==> config.mk <==
export PLATFORM = sky130hd
export DESIGN_NAME = bpc_top
export DESIGN_NICKNAME = d
export VERILOG_FILES = /design/src/inc/bpc_pkg.sv /design/src/rtl/bpc_top.sv /design/src/rtl/bpc_pattern_gen.sv
export VERILOG_INCLUDE_DIRS = /design/src /design/src/inc
export SDC_FILE = /design/constraint.sdc
export NUM_CORES = 1
export LEC_CHECK = 0
export CORE_MARGIN = 8
export CORE_UTILIZATION = 40
export CTS_BUF_LIST = sky130_fd_sc_hd__clkbuf_2
export DETAILED_ROUTE_END_ITERATION = 10
export DONT_BUFFER_PORTS = 1
export SYNTH_ARGS = -nofsm -noshare
export SYNTH_HDL_FRONTEND = slang
export SYNTH_HIERARCHICAL = 1
export SYNTH_SLANG_ARGS = --single-unit
==> constraint.sdc <==
create_clock -name clk_sys -period 3.1 [get_ports clk_sys]
set_input_delay 0.31 -clock clk_sys [delete_from_list [all_inputs] [get_ports clk_sys]]
set_output_delay 0.31 -clock clk_sys [all_outputs]
set_load 0.01 [all_outputs]
==> src/inc/bpc_cfg.svh <==
// offsets, fields, resets and rate counts of the tester control
`ifndef BPC_CFG_SVH
`define BPC_CFG_SVH

// register offsets
`define BPC_OFS_ROUTE   8'h20
`define BPC_OFS_CTRL0   8'h22
`define BPC_OFS_CTRL1   8'h24
`define BPC_OFS_STATUS  8'h30

// reset values
`define BPC_RST_ROUTE   16'h0000
`define BPC_RST_CTRL0   16'h0000
`define BPC_RST_CTRL1   16'h0000

// writable bits, reserved bits read zero
`define BPC_MASK_ROUTE  16'h000f
`define BPC_MASK_CTRL0  16'hef7f
`define BPC_MASK_CTRL1  16'hfff1

// route register fields
`define BPC_RX_ROUTE    1:0
`define BPC_TX_ROUTE    3:2

// primary control fields
`define BPC_C0_FORCE_A   0
`define BPC_C0_LOAD     1
`define BPC_C0_PSEL     4:2
`define BPC_C0_RXINV    5
`define BPC_C0_TXINV    6
`define BPC_C0_RPL      11:8
`define BPC_C0_OVERFLOW_IRQ_ENABLE     13
`define BPC_C0_BIT_ERROR_IRQ_ENABLE    14
`define BPC_C0_SYNC_CHANGE_IRQ_ENABLE   15

// secondary control fields
`define BPC_C1_TC       0
`define BPC_C1_SBE      4
`define BPC_C1_EIB      7:5
`define BPC_C1_AWC      15:8

// last bit index of a repetitive pattern at code zero
`define BPC_REP_LAST0   5'd16

// bits per inserted error for each rate code
`define BPC_RATE_E1     24'd10
`define BPC_RATE_E2     24'd100
`define BPC_RATE_E3     24'd1000
`define BPC_RATE_E4     24'd10000
`define BPC_RATE_E5     24'd100000
`define BPC_RATE_E6     24'd1000000
`define BPC_RATE_E7     24'd10000000

`endif

==> src/inc/bpc_pkg.sv <==
// types of the tester control: route and pattern codes
package bpc_pkg;

    typedef enum logic [1:0] {
        BPC_ROUTE_OFF   = 2'b00,
        BPC_ROUTE_SLOTS = 2'b01,
        BPC_ROUTE_FRAME = 2'b10,
        BPC_ROUTE_BAD   = 2'b11
    } bpc_route_t;

    typedef enum logic [2:0] {
        BPC_PAT_P7   = 3'b000,
        BPC_PAT_P11  = 3'b001,
        BPC_PAT_P15  = 3'b010,
        BPC_PAT_QRS  = 3'b011,
        BPC_PAT_REP  = 3'b100,
        BPC_PAT_ALT  = 3'b101,
        BPC_PAT_BAD6 = 3'b110,
        BPC_PAT_BAD7 = 3'b111
    } bpc_pattern_t;

endpackage

==> src/rtl/bpc_top.sv <==
// tester control: registers, routing, patterns, errors
//
// What this block and its host do
// RULE1 - rx route: off, slots, frame, illegal
// RULE2 - transmit route 01 replaces active slot bits
// RULE3 - transmit route 10 replaces every bit
// RULE4 - rising force_a bit restarts receive acquisition
// RULE5 - rising load bit latches and clears counts
// RULE6 - pattern select picks pattern type
// RULE7 - quasi-random forces one before fourteen zeros
// RULE8 - rx invert bit inverts incoming data
// RULE9 - tx invert bit inverts generated data
// RULE10 - repetitive length is code plus seventeen
// RULE11 - rx ignores length for pseudorandom
// RULE12 - host programs short patterns as multiples
// RULE13 - overflow interrupt when enabled
// RULE14 - bit error interrupt when enabled
// RULE15 - sync change interrupt when enabled
// RULE16 - rising pattern load bit loads generator
// RULE17 - rising single error bit corrupts one bit
// RULE18 - rate code n flips one per 10^n
// RULE19 - alternating words each sent count plus one
// RULE20 - host loads all ones for pseudorandom
// RULE21 - edges found against previous cycle value
// RULE22 - illegal codes disable the path
`timescale 1ns/1ps
`include "bpc_cfg.svh"
module bpc_top
    import bpc_pkg::*;
#(
    parameter logic [23:0] RATE_E4 = `BPC_RATE_E4,
    parameter logic [23:0] RATE_E5 = `BPC_RATE_E5,
    parameter logic [23:0] RATE_E6 = `BPC_RATE_E6,
    parameter logic [23:0] RATE_E7 = `BPC_RATE_E7
)
(
    // clock and reset
    input  wire logic        clk_sys,
    input  wire logic        sys_rst,
    // register port
    input  wire logic [7:0]  regAddr,
    input  wire logic [15:0] regWrData,
    input  wire logic        regWrEn,
    input  wire logic        regRdEn,
    output logic [15:0]      regRdData,
    // pattern words
    input  wire logic [15:0] patWordLower,
    input  wire logic [15:0] patWordUpper,
    // transmit formatter stream
    input  wire logic        txBitEn,
    input  wire logic        txSlotActive,
    input  wire logic        txDataIn,
    output logic             txDataOut,
    // receive framer stream
    input  wire logic        rxBitEn,
    input  wire logic        rxSlotActive,
    input  wire logic        rxDataIn,
    // receive checker feed
    output logic             rxTestEnable,
    output logic             rxTestStrobe,
    output logic             rxTestData,
    output logic [2:0]       rxPatternSel,
    output logic [3:0]       rxRepLenCode,
    output logic             rxResync,
    output logic             counterLoad,
    // receive checker events
    input  wire logic        bitCountOvf,
    input  wire logic        errCountOvf,
    input  wire logic        bitErrorSeen,
    input  wire logic        patternSync,
    output logic             testerIrq
);

    // control registers
    logic [15:0] route_q;
    logic [15:0] ctrl0_q;
    logic [15:0] ctrl1_q;
    logic [15:0] rdData_q;

    // edge detection history
    logic [3:0]  edgePrev_q;
    logic [3:0]  edgeCur;
    logic [3:0]  edgeRise;

    // transmit state
    logic        txOut_q;
    logic        sbePending_q;
    logic [23:0] rateCnt_q;
    logic [23:0] rateCnt_d;

    // receive state
    logic        rxEnable_q;
    logic        rxStrobe_q;
    logic        rxData_q;
    logic [2:0]  rxPatSel_q;
    logic [3:0]  rxRepLen_q;
    logic        rxResync_q;
    logic        cntLoad_q;
    logic        syncPrev_q;
    logic        irq_q;

    // decoded fields
    bpc_route_t   rxRoute;
    bpc_route_t   txRoute;
    bpc_pattern_t patSel;
    logic         rxInvert;
    logic         txInvert;
    logic [3:0]   repLenCode;
    logic [2:0]   rateCode;
    logic [7:0]   altCount;
    logic         patLegal;

    // address decode
    logic        hitRoute;
    logic        hitCtrl0;
    logic        hitCtrl1;
    logic        hitStatus;
    logic [15:0] rdMux;
    logic [15:0] statusWord;

    // datapath wires
    logic        resyncRise;
    logic        loadRise;
    logic        tcRise;
    logic        sbeRise;
    logic        txUse;
    logic        genBit;
    logic [23:0] rateDiv;
    logic        rateHit;
    logic        flipBit;
    logic        rxTake;
    logic        rxOn;
    logic        syncChange;
    logic        irqEvent;

    // register address decode
    assign hitRoute  = (regAddr == `BPC_OFS_ROUTE);
    assign hitCtrl0  = (regAddr == `BPC_OFS_CTRL0);
    assign hitCtrl1  = (regAddr == `BPC_OFS_CTRL1);
    assign hitStatus = (regAddr == `BPC_OFS_STATUS);

    // field decode
    assign rxRoute    = bpc_route_t'(route_q[`BPC_RX_ROUTE]);
    assign txRoute    = bpc_route_t'(route_q[`BPC_TX_ROUTE]);
    assign patSel     = bpc_pattern_t'(ctrl0_q[`BPC_C0_PSEL]); // RULE6
    assign rxInvert   = ctrl0_q[`BPC_C0_RXINV];
    assign txInvert   = ctrl0_q[`BPC_C0_TXINV];
    assign repLenCode = ctrl0_q[`BPC_C0_RPL];
    assign rateCode   = ctrl1_q[`BPC_C1_EIB];
    assign altCount   = ctrl1_q[`BPC_C1_AWC];

    // codes 110 and 111 leave both paths off
    assign patLegal = (patSel != BPC_PAT_BAD6) && (patSel != BPC_PAT_BAD7); // RULE22

    // block state seen by software
    assign statusWord = {11'h000, irq_q, patternSync, sbePending_q, rxEnable_q,
                         patLegal && (txRoute == BPC_ROUTE_SLOTS ||
                                      txRoute == BPC_ROUTE_FRAME)};

    // read select, unmapped reads zero
    assign rdMux = hitRoute  ? route_q :
                   hitCtrl0  ? ctrl0_q :
                   hitCtrl1  ? ctrl1_q :
                   hitStatus ? statusWord :
                               16'h0000;

    // register writes, reserved bits kept at zero
    always_ff @(posedge clk_sys) begin
        if (sys_rst) begin
            route_q <= `BPC_RST_ROUTE;
            ctrl0_q <= `BPC_RST_CTRL0;
            ctrl1_q <= `BPC_RST_CTRL1;
        end else if (regWrEn) begin
            if (hitRoute) begin
                route_q <= regWrData & `BPC_MASK_ROUTE;
            end
            if (hitCtrl0) begin
                ctrl0_q <= regWrData & `BPC_MASK_CTRL0;
            end
            if (hitCtrl1) begin
                ctrl1_q <= regWrData & `BPC_MASK_CTRL1;
            end
        end
    end

    // read data for one cycle after the strobe
    always_ff @(posedge clk_sys) begin
        if (sys_rst) begin
            rdData_q <= 16'h0000;
        end else begin
            rdData_q <= regRdEn ? rdMux : 16'h0000;
        end
    end

    // edge bits against last cycle
    assign edgeCur = {ctrl1_q[`BPC_C1_SBE], ctrl1_q[`BPC_C1_TC],
                      ctrl0_q[`BPC_C0_LOAD], ctrl0_q[`BPC_C0_FORCE_A]};

    // zero-to-one changes only
    assign edgeRise = edgeCur & ~edgePrev_q; // RULE21

    // one-cycle actions
    assign resyncRise = edgeRise[0]; // RULE4
    assign loadRise   = edgeRise[1]; // RULE5
    assign tcRise     = edgeRise[2]; // RULE16
    assign sbeRise    = edgeRise[3]; // RULE17

    // history of the edge bits
    always_ff @(posedge clk_sys) begin
        if (sys_rst) begin
            edgePrev_q <= 4'h0;
        end else begin
            edgePrev_q <= edgeCur;
        end
    end

    // transmit slot selection
    assign txUse = txBitEn && patLegal &&
                   ((txRoute == BPC_ROUTE_SLOTS && txSlotActive) || // RULE2
                    (txRoute == BPC_ROUTE_FRAME)); // RULE3

    // pattern source
    bpc_pattern_gen u_gen (
        .clk_sys    (clk_sys),
        .sys_rst    (sys_rst),
        .patternSel (patSel),
        .repLenCode (repLenCode),
        .altCount   (altCount),
        .wordLower  (patWordLower),
        .wordUpper  (patWordUpper),
        .loadPulse  (tcRise),
        .advance    (txUse),
        .genBit     (genBit)
    );

    // bits per inserted error for the rate code
    assign rateDiv = (rateCode == 3'd1) ? `BPC_RATE_E1 :
                     (rateCode == 3'd2) ? `BPC_RATE_E2 :
                     (rateCode == 3'd3) ? `BPC_RATE_E3 :
                     (rateCode == 3'd4) ? RATE_E4 :
                     (rateCode == 3'd5) ? RATE_E5 :
                     (rateCode == 3'd6) ? RATE_E6 :
                                          RATE_E7;

    // last bit of each period flips; >= recovers after a rate drop
    assign rateHit = (rateCode != 3'd0) && (rateCnt_q >= rateDiv - 24'd1); // RULE18

    // count used bits, zero while rate is off
    assign rateCnt_d = (rateCode == 3'd0) ? 24'h000000 :
                       !txUse             ? rateCnt_q :
                       rateHit            ? 24'h000000 :
                                            rateCnt_q + 24'h000001;

    // single and rate errors merge into one flip
    assign flipBit = txUse && (sbePending_q || rateHit);

    // a new single error request beats its use
    always_ff @(posedge clk_sys) begin
        if (sys_rst) begin
            rateCnt_q    <= 24'h000000;
            sbePending_q <= 1'b0;
        end else begin
            rateCnt_q    <= rateCnt_d;
            sbePending_q <= sbeRise || (sbePending_q && !txUse); // RULE17
        end
    end

    // transmit output, bypass when tester unused
    always_ff @(posedge clk_sys) begin
        if (sys_rst) begin
            txOut_q <= 1'b0;
        end else if (txUse) begin
            txOut_q <= genBit ^ flipBit ^ txInvert; // RULE9
        end else if (txBitEn) begin
            txOut_q <= txDataIn; // RULE22
        end
    end

    // receive feed, illegal codes give nothing
    assign rxOn = patLegal && (rxRoute == BPC_ROUTE_SLOTS ||
                               rxRoute == BPC_ROUTE_FRAME); // RULE1

    // a strobe per taken bit
    assign rxTake = rxBitEn && patLegal &&
                    ((rxRoute == BPC_ROUTE_SLOTS && rxSlotActive) ||
                     (rxRoute == BPC_ROUTE_FRAME)); // RULE1

    // receive checker feed
    always_ff @(posedge clk_sys) begin
        if (sys_rst) begin
            rxEnable_q <= 1'b0;
            rxStrobe_q <= 1'b0;
            rxData_q   <= 1'b0;
            rxPatSel_q <= 3'b000;
            rxRepLen_q <= 4'h0;
            rxResync_q <= 1'b0;
            cntLoad_q  <= 1'b0;
        end else begin
            rxEnable_q <= rxOn;
            rxStrobe_q <= rxTake;
            if (rxTake) begin
                rxData_q <= rxDataIn ^ rxInvert; // RULE8
            end
            rxPatSel_q <= patSel;
            rxRepLen_q <= (patSel == BPC_PAT_REP) ? repLenCode : 4'h0; // RULE11
            rxResync_q <= resyncRise; // RULE4
            cntLoad_q  <= loadRise; // RULE5
        end
    end

    // interrupt from checker events
    assign syncChange = patternSync ^ syncPrev_q;

    // enabled events only
    assign irqEvent =
        (ctrl0_q[`BPC_C0_OVERFLOW_IRQ_ENABLE]   && (bitCountOvf || errCountOvf)) || // RULE13
        (ctrl0_q[`BPC_C0_BIT_ERROR_IRQ_ENABLE]  && bitErrorSeen) || // RULE14
        (ctrl0_q[`BPC_C0_SYNC_CHANGE_IRQ_ENABLE] && syncChange); // RULE15

    // sync history and interrupt output
    always_ff @(posedge clk_sys) begin
        if (sys_rst) begin
            syncPrev_q <= 1'b0;
            irq_q      <= 1'b0;
        end else begin
            syncPrev_q <= patternSync;
            irq_q      <= irqEvent;
        end
    end

    // outputs straight from flip-flops
    assign regRdData    = rdData_q;
    assign txDataOut    = txOut_q;
    assign rxTestEnable = rxEnable_q;
    assign rxTestStrobe = rxStrobe_q;
    assign rxTestData   = rxData_q;
    assign rxPatternSel = rxPatSel_q;
    assign rxRepLenCode = rxRepLen_q;
    assign rxResync     = rxResync_q;
    assign counterLoad  = cntLoad_q;
    assign testerIrq    = irq_q;

endmodule

==> src/rtl/bpc_pattern_gen.sv <==
// pattern generator: pseudorandom, repetitive, alternating
`timescale 1ns/1ps
`include "bpc_cfg.svh"
module bpc_pattern_gen
    import bpc_pkg::*;
(
    // clock and reset
    input  wire logic         clk_sys,
    input  wire logic         sys_rst,
    // configuration
    input  wire bpc_pattern_t patternSel,
    input  wire logic [3:0]   repLenCode,
    input  wire logic [7:0]   altCount,
    input  wire logic [15:0]  wordLower,
    input  wire logic [15:0]  wordUpper,
    // control
    input  wire logic         loadPulse,
    input  wire logic         advance,
    // generated bit
    output logic              genBit
);

    logic [19:0] lfsr_q;
    logic [31:0] rep_q;
    logic [31:0] repNext;
    logic [3:0]  altBit_q;
    logic [7:0]  altWord_q;
    logic        altUpper_q;
    logic        feedback;
    logic [4:0]  repLast;
    logic        qrsBit;
    logic [15:0] altWord;

    // feedback taps per pseudorandom length
    assign feedback = (patternSel == BPC_PAT_P7)  ? (lfsr_q[6] ^ lfsr_q[5]) :
                      (patternSel == BPC_PAT_P11) ? (lfsr_q[10] ^ lfsr_q[8]) :
                      (patternSel == BPC_PAT_P15) ? (lfsr_q[14] ^ lfsr_q[13]) :
                                                    (lfsr_q[19] ^ lfsr_q[16]);

    // one forced before fourteen zeros
    assign qrsBit = lfsr_q[19] | (lfsr_q[18:5] == 14'h0000); // RULE7

    // repetitive rotation within the length
    assign repLast = `BPC_REP_LAST0 + {1'b0, repLenCode}; // RULE10
    genvar gi;
    generate
        for (gi = 0; gi < 32; gi = gi + 1) begin : g_rot
            if (gi == 31) begin : g_top
                assign repNext[gi] = (repLast == 5'(gi)) ? rep_q[0] : 1'b0;
            end else begin : g_mid
                assign repNext[gi] = (repLast == 5'(gi)) ? rep_q[0] : rep_q[gi+1];
            end
        end
    endgenerate

    assign altWord = altUpper_q ? wordUpper : wordLower;

    // output select, lsb of each word sent first
    always_comb begin
        case (patternSel)
            BPC_PAT_P7:  genBit = lfsr_q[6];
            BPC_PAT_P11: genBit = lfsr_q[10];
            BPC_PAT_P15: genBit = lfsr_q[14];
            BPC_PAT_QRS: genBit = qrsBit;
            BPC_PAT_REP: genBit = rep_q[0];
            BPC_PAT_ALT: genBit = altWord[altBit_q];
            default:     genBit = 1'b0;
        endcase
    end

    // state load and advance
    always_ff @(posedge clk_sys) begin
        if (sys_rst) begin
            lfsr_q     <= 20'h00000;
            rep_q      <= 32'h00000000;
            altBit_q   <= 4'h0;
            altWord_q  <= 8'h00;
            altUpper_q <= 1'b0;
        end else if (loadPulse) begin
            lfsr_q     <= {wordUpper[3:0], wordLower}; // RULE16
            rep_q      <= {wordUpper, wordLower};
            altBit_q   <= 4'h0;
            altWord_q  <= 8'h00;
            altUpper_q <= 1'b0;
        end else if (advance) begin
            lfsr_q   <= {lfsr_q[18:0], feedback};
            rep_q    <= repNext;
            altBit_q <= altBit_q + 4'h1;
            if (altBit_q == 4'hf) begin
                if (altWord_q == altCount) begin // RULE19
                    altWord_q  <= 8'h00;
                    altUpper_q <= ~altUpper_q;
                end else begin
                    altWord_q <= altWord_q + 8'h01;
                end
            end
        end
    end

endmodule

==> impl_metrics.yaml <==
sta:
  final_worst_path_cycle_share: 0.933
  hold_ws_ns: 0.0683
  worst_pin_slew_ns: 0.687
  fin_setup_tns_ns: 0
  maxClockFrequency_ghz: 0.346
  finalSetupViolations: 0
  final_max_slew_violation_count: 0
  timing.final.ws_setup_ns: 0.208
  hold_viol_final: 0
  period_needed_ns: 2.89
  finClkSkew_ns: 0.0533
  max_slew_margin: 0.541
  grt_setup_unrepaired: "no"
placement:
  gp_routability_congestion: 0.908
  post-dp-hpwl_um: 15200
  quantity_of_i_o_buffers_inserted_on_ports: 0
  preCtsSetupSlack_ns: 0.0688
grt:
  grt_use_total: 0.175
  antenna_found_initial: 2
  first_global_vias: 6559
  grt_max_degree: 88
  first_pass_grt_wire_length_um: 34600
  grt_overflow_total: 0
worst_setup_path:
  kind_of_start_point_of_the_critical_path: "register"
  cpMaxStageDelayCell: "sky130_fd_sc_hd__dfxtp_2"
  worst-endpoint-required_ns: 3.72
  worst-path-max-fanout: 21
  timing.critical_path.slowest_cell_delay_ns: 0.39
  r2r_start: "ctrl1_q[5]"
  critical_path_class: "register to register"
  critical_path.cell_chain: "buf_4 > nand3b_1 > and2_1 > nand2b_1 > ha_1 > nand4_1 > nor4_2 > o2111ai_1 > o211a_1 > a21oi_4 > buf_12 > nor3_1"
  crit_start: "ctrl1_q[5]"
  endpoint_kind: "register"
  arrival_time_at_the_worst_endpoint_ns: 3.52
layout:
  fill_cells: 2009
  layout-area-overhead-vs-synth_pct: 15.0
  drive_above_1_share: 0.104
  nNetsFinal: 1077
flow_run:
  drv.max_cap_violation_count: 0
die:
  initial_utilization: 0.404
  placement_rows: 52
  die-area_mm2: 0.0250
  core_region_mm2: 0.0200
  dieWidth_um: 158
  total_i_o_pin_count: 100
  die_extent_in_y_um: 158
route:
  wirelength_um: 21500
  final_antenna_net_count: 0
  drt-pass1-iter-count: 5
  route.detailed.wl_per_inst_um: 17.1
  drc: 0
  route.detailed.vias_per_inst: 5.32
  dr_total_vias: 6702
  drt_iter0_markers: 409
yosys:
  post_synth_most_frequent_cells: "sky130_fd_sc_hd__dfxtp_1 (156), sky130_fd_sc_hd__a21oi_1 (98), sky130_fd_sc_hd__nor2_1 (96)"
  synth_top_flop_cell: "sky130_fd_sc_hd__dfxtp_1"
  yosys.area.top_type_share: 0.386
  yosys_register_bits: 156
  synth_top_cell_by_area: "sky130_fd_sc_hd__dfxtp_1"
  synthesis.instances: 921
  main_combinational_cell_family_by_area_after_synthesis: "simple AND/OR/NAND/NOR gates"
  multiplexer_fraction_of_the_synthesized_cell_area: 0.0909
  post_synthesis_share_of_cell_area_spent_on_full_adders_half_adders_and_majority_gates: 0.0495
  synth_cell_types: 72
  synth-async-reset-ratio: 0
  yosys.area_share.simple: 0.211
  synth_seq_area_share: 0.386
  synth.most_common_cell: "sky130_fd_sc_hd__dfxtp_1"
  synth_compound_area_frac: 0.158
  yosys.area_share.xor_xnor: 0.0498
  synth.area.top_cells: "sky130_fd_sc_hd__dfxtp_1 (39%), sky130_fd_sc_hd__a21oi_1 (6.1%), sky130_fd_sc_hd__ha_1 (4.9%), sky130_fd_sc_hd__nor2_1 (4.5%), sky130_fd_sc_hd__nand2_1 (4.0%)"
  synth-edff-count: 0
  synth.yosys.warnings: 6
  syn_area_mm2: 0.00810
  post_synth.cell_area_avg_um2: 8.79
clock_network:
  cts.root.buffer_cell: "sky130_fd_sc_hd__clkbuf_2"
  cts.sinks: 156
  clock_tree_from_tritoncts: "built"
  clkTransAtPathRegs_ns: 0.26
  worstSkewPairLatency_ns: 0.76
  number_of_buffers_inserted_during_clock_tree_synthesis: 17
  clock_path_buffers: 2
  cts_max_level: 4
worst_hold_path:
  start_point_of_the_worst_hold_path: "regWrEn"
  min-delay-path-class: "primary input to register"
power_and_ir_drop:
  ir_drop_v: 0.000227
  power.static_leakage_nw: 3.49
  total_power_mw: 3.22
  power_density_mw_per_mm2: 346
status:
  run_status: "complete, no violations"
stage by stage:
stage / cell area, um2 / util / cells
finish: 9310 / 0.465 / 1259
global route: 9310 / 0.465 / 1259
CTS: 9280 / 0.463 / 1256
detailed placement: 8300 / 0.414 / 1148
global placement: 8300 / 0.414 / 1148
floorplan: 8100 / - / 923
state kept, by name, indices dropped and copies added, names as in the netlist, 3 cells and up:
signal           count
ctrl0_q             14
ctrl1_q             13
edgePrev_q           4
rateCnt_q           24
regRdData           16
route_q              4
rxPatternSel         3
rxRepLenCode         4
u_gen/altBit_q       4
u_gen/altWord_q      8
u_gen/lfsr_q        20
u_gen/rep_q         32
critical path: cells and delay by family, from the launching register on:
| family | cells | cell delay [ns] |
|---|---|---|
| AND/OR/NAND/NOR | 6 | 1.04 |
| AO/OA/AOI/OAI | 3 | 0.67 |
| flip-flops | 1 | 0.39 |
| buffers and inverters | 2 | 0.34 |
| adder cells (fa/ha/maj) | 1 | 0.31 |
what timing repair did:
item / CTS / global route
pin swaps: 0 / 2
buffers inserted: 0 / 2
gates cloned: 0 / 0
hold endpoints to repair: 128 / 0
endpoints found under the setup margin: 17 / 22
hold buffers: 76 / 0
gates resized for setup: 1 / 4
routing by layer:
layer / vias to the layer above / track usage / share of wire
met5: - / 0 / 0.00037
met4: 2 / 0.0454 / 0.0088
met3: 20 / 0.0499 / 0.071
met2: 171 / 0.284 / 0.47
met1: 3160 / 0.225 / 0.45
li1: 3349 / - / -
kinds of logic after synthesis:
logic type,after synthesis
other,1
XOR/XNOR,46
AO/OA/AOI/OAI,197
AND/OR/NAND/NOR,328
flip-flops,156
buffers and inverters,100
adder cells (fa/ha/maj),32
multiplexers,61
cells in the final DEF (no fill, tap or decap), drive strengths merged, types with 11 or more instances in the layout:
cell type    synthesis  routed
dlygate4sd3          0      75
nor3                29      29
dfxtp              156     156
nand2               87      87
ha                  32      32
nand4               17      17
nor2b               15      15
o21a                31      31
nand3               13      13
buf                 14      19
inv                 39      45
mux2i               29      29
nor2                96      96
mux2                26      26
xnor2               11      11
a211oi              24      24
a22oi               11      11
clkbuf              46      19
xor2                35      35
a21oi               99      99
power by group:
part           switching [mW]  total (mW)  internal [mW]  leakage [nW]
clock                   0.807        1.04          0.234         0.119
combinational          0.0772       0.162         0.0844          2.11
sequential            0.00333        2.02           2.01          1.26
total                   0.888        3.22           2.33          3.49
layout make-up:
cell class	count	area (um2)	share of cell area
inverter	39	146	0.0157
antenna	1	2.50	0.000269
multi-input combinational	667	4560	0.489
clock buffer	19	95.1	0.0102
clock inverter	13	109	0.0117
tap	270	338	0.0363
sequential	156	3130	0.336
timing repair buffer	94	938	0.101
path summary, 6_finish.rpt:
path / end / slack, ns / depth (start not counted)
setup / recovery: rateCnt_q[3] / 0.21 / 12
hold / removal: ctrl1_q[4] / 0.07 / 3
setup reg to reg: rateCnt_q[3] / 0.21 / 12
hold reg to reg: counterLoad / 0.40 / 1
Note: power is estimated with default switching activity, not from simulation.
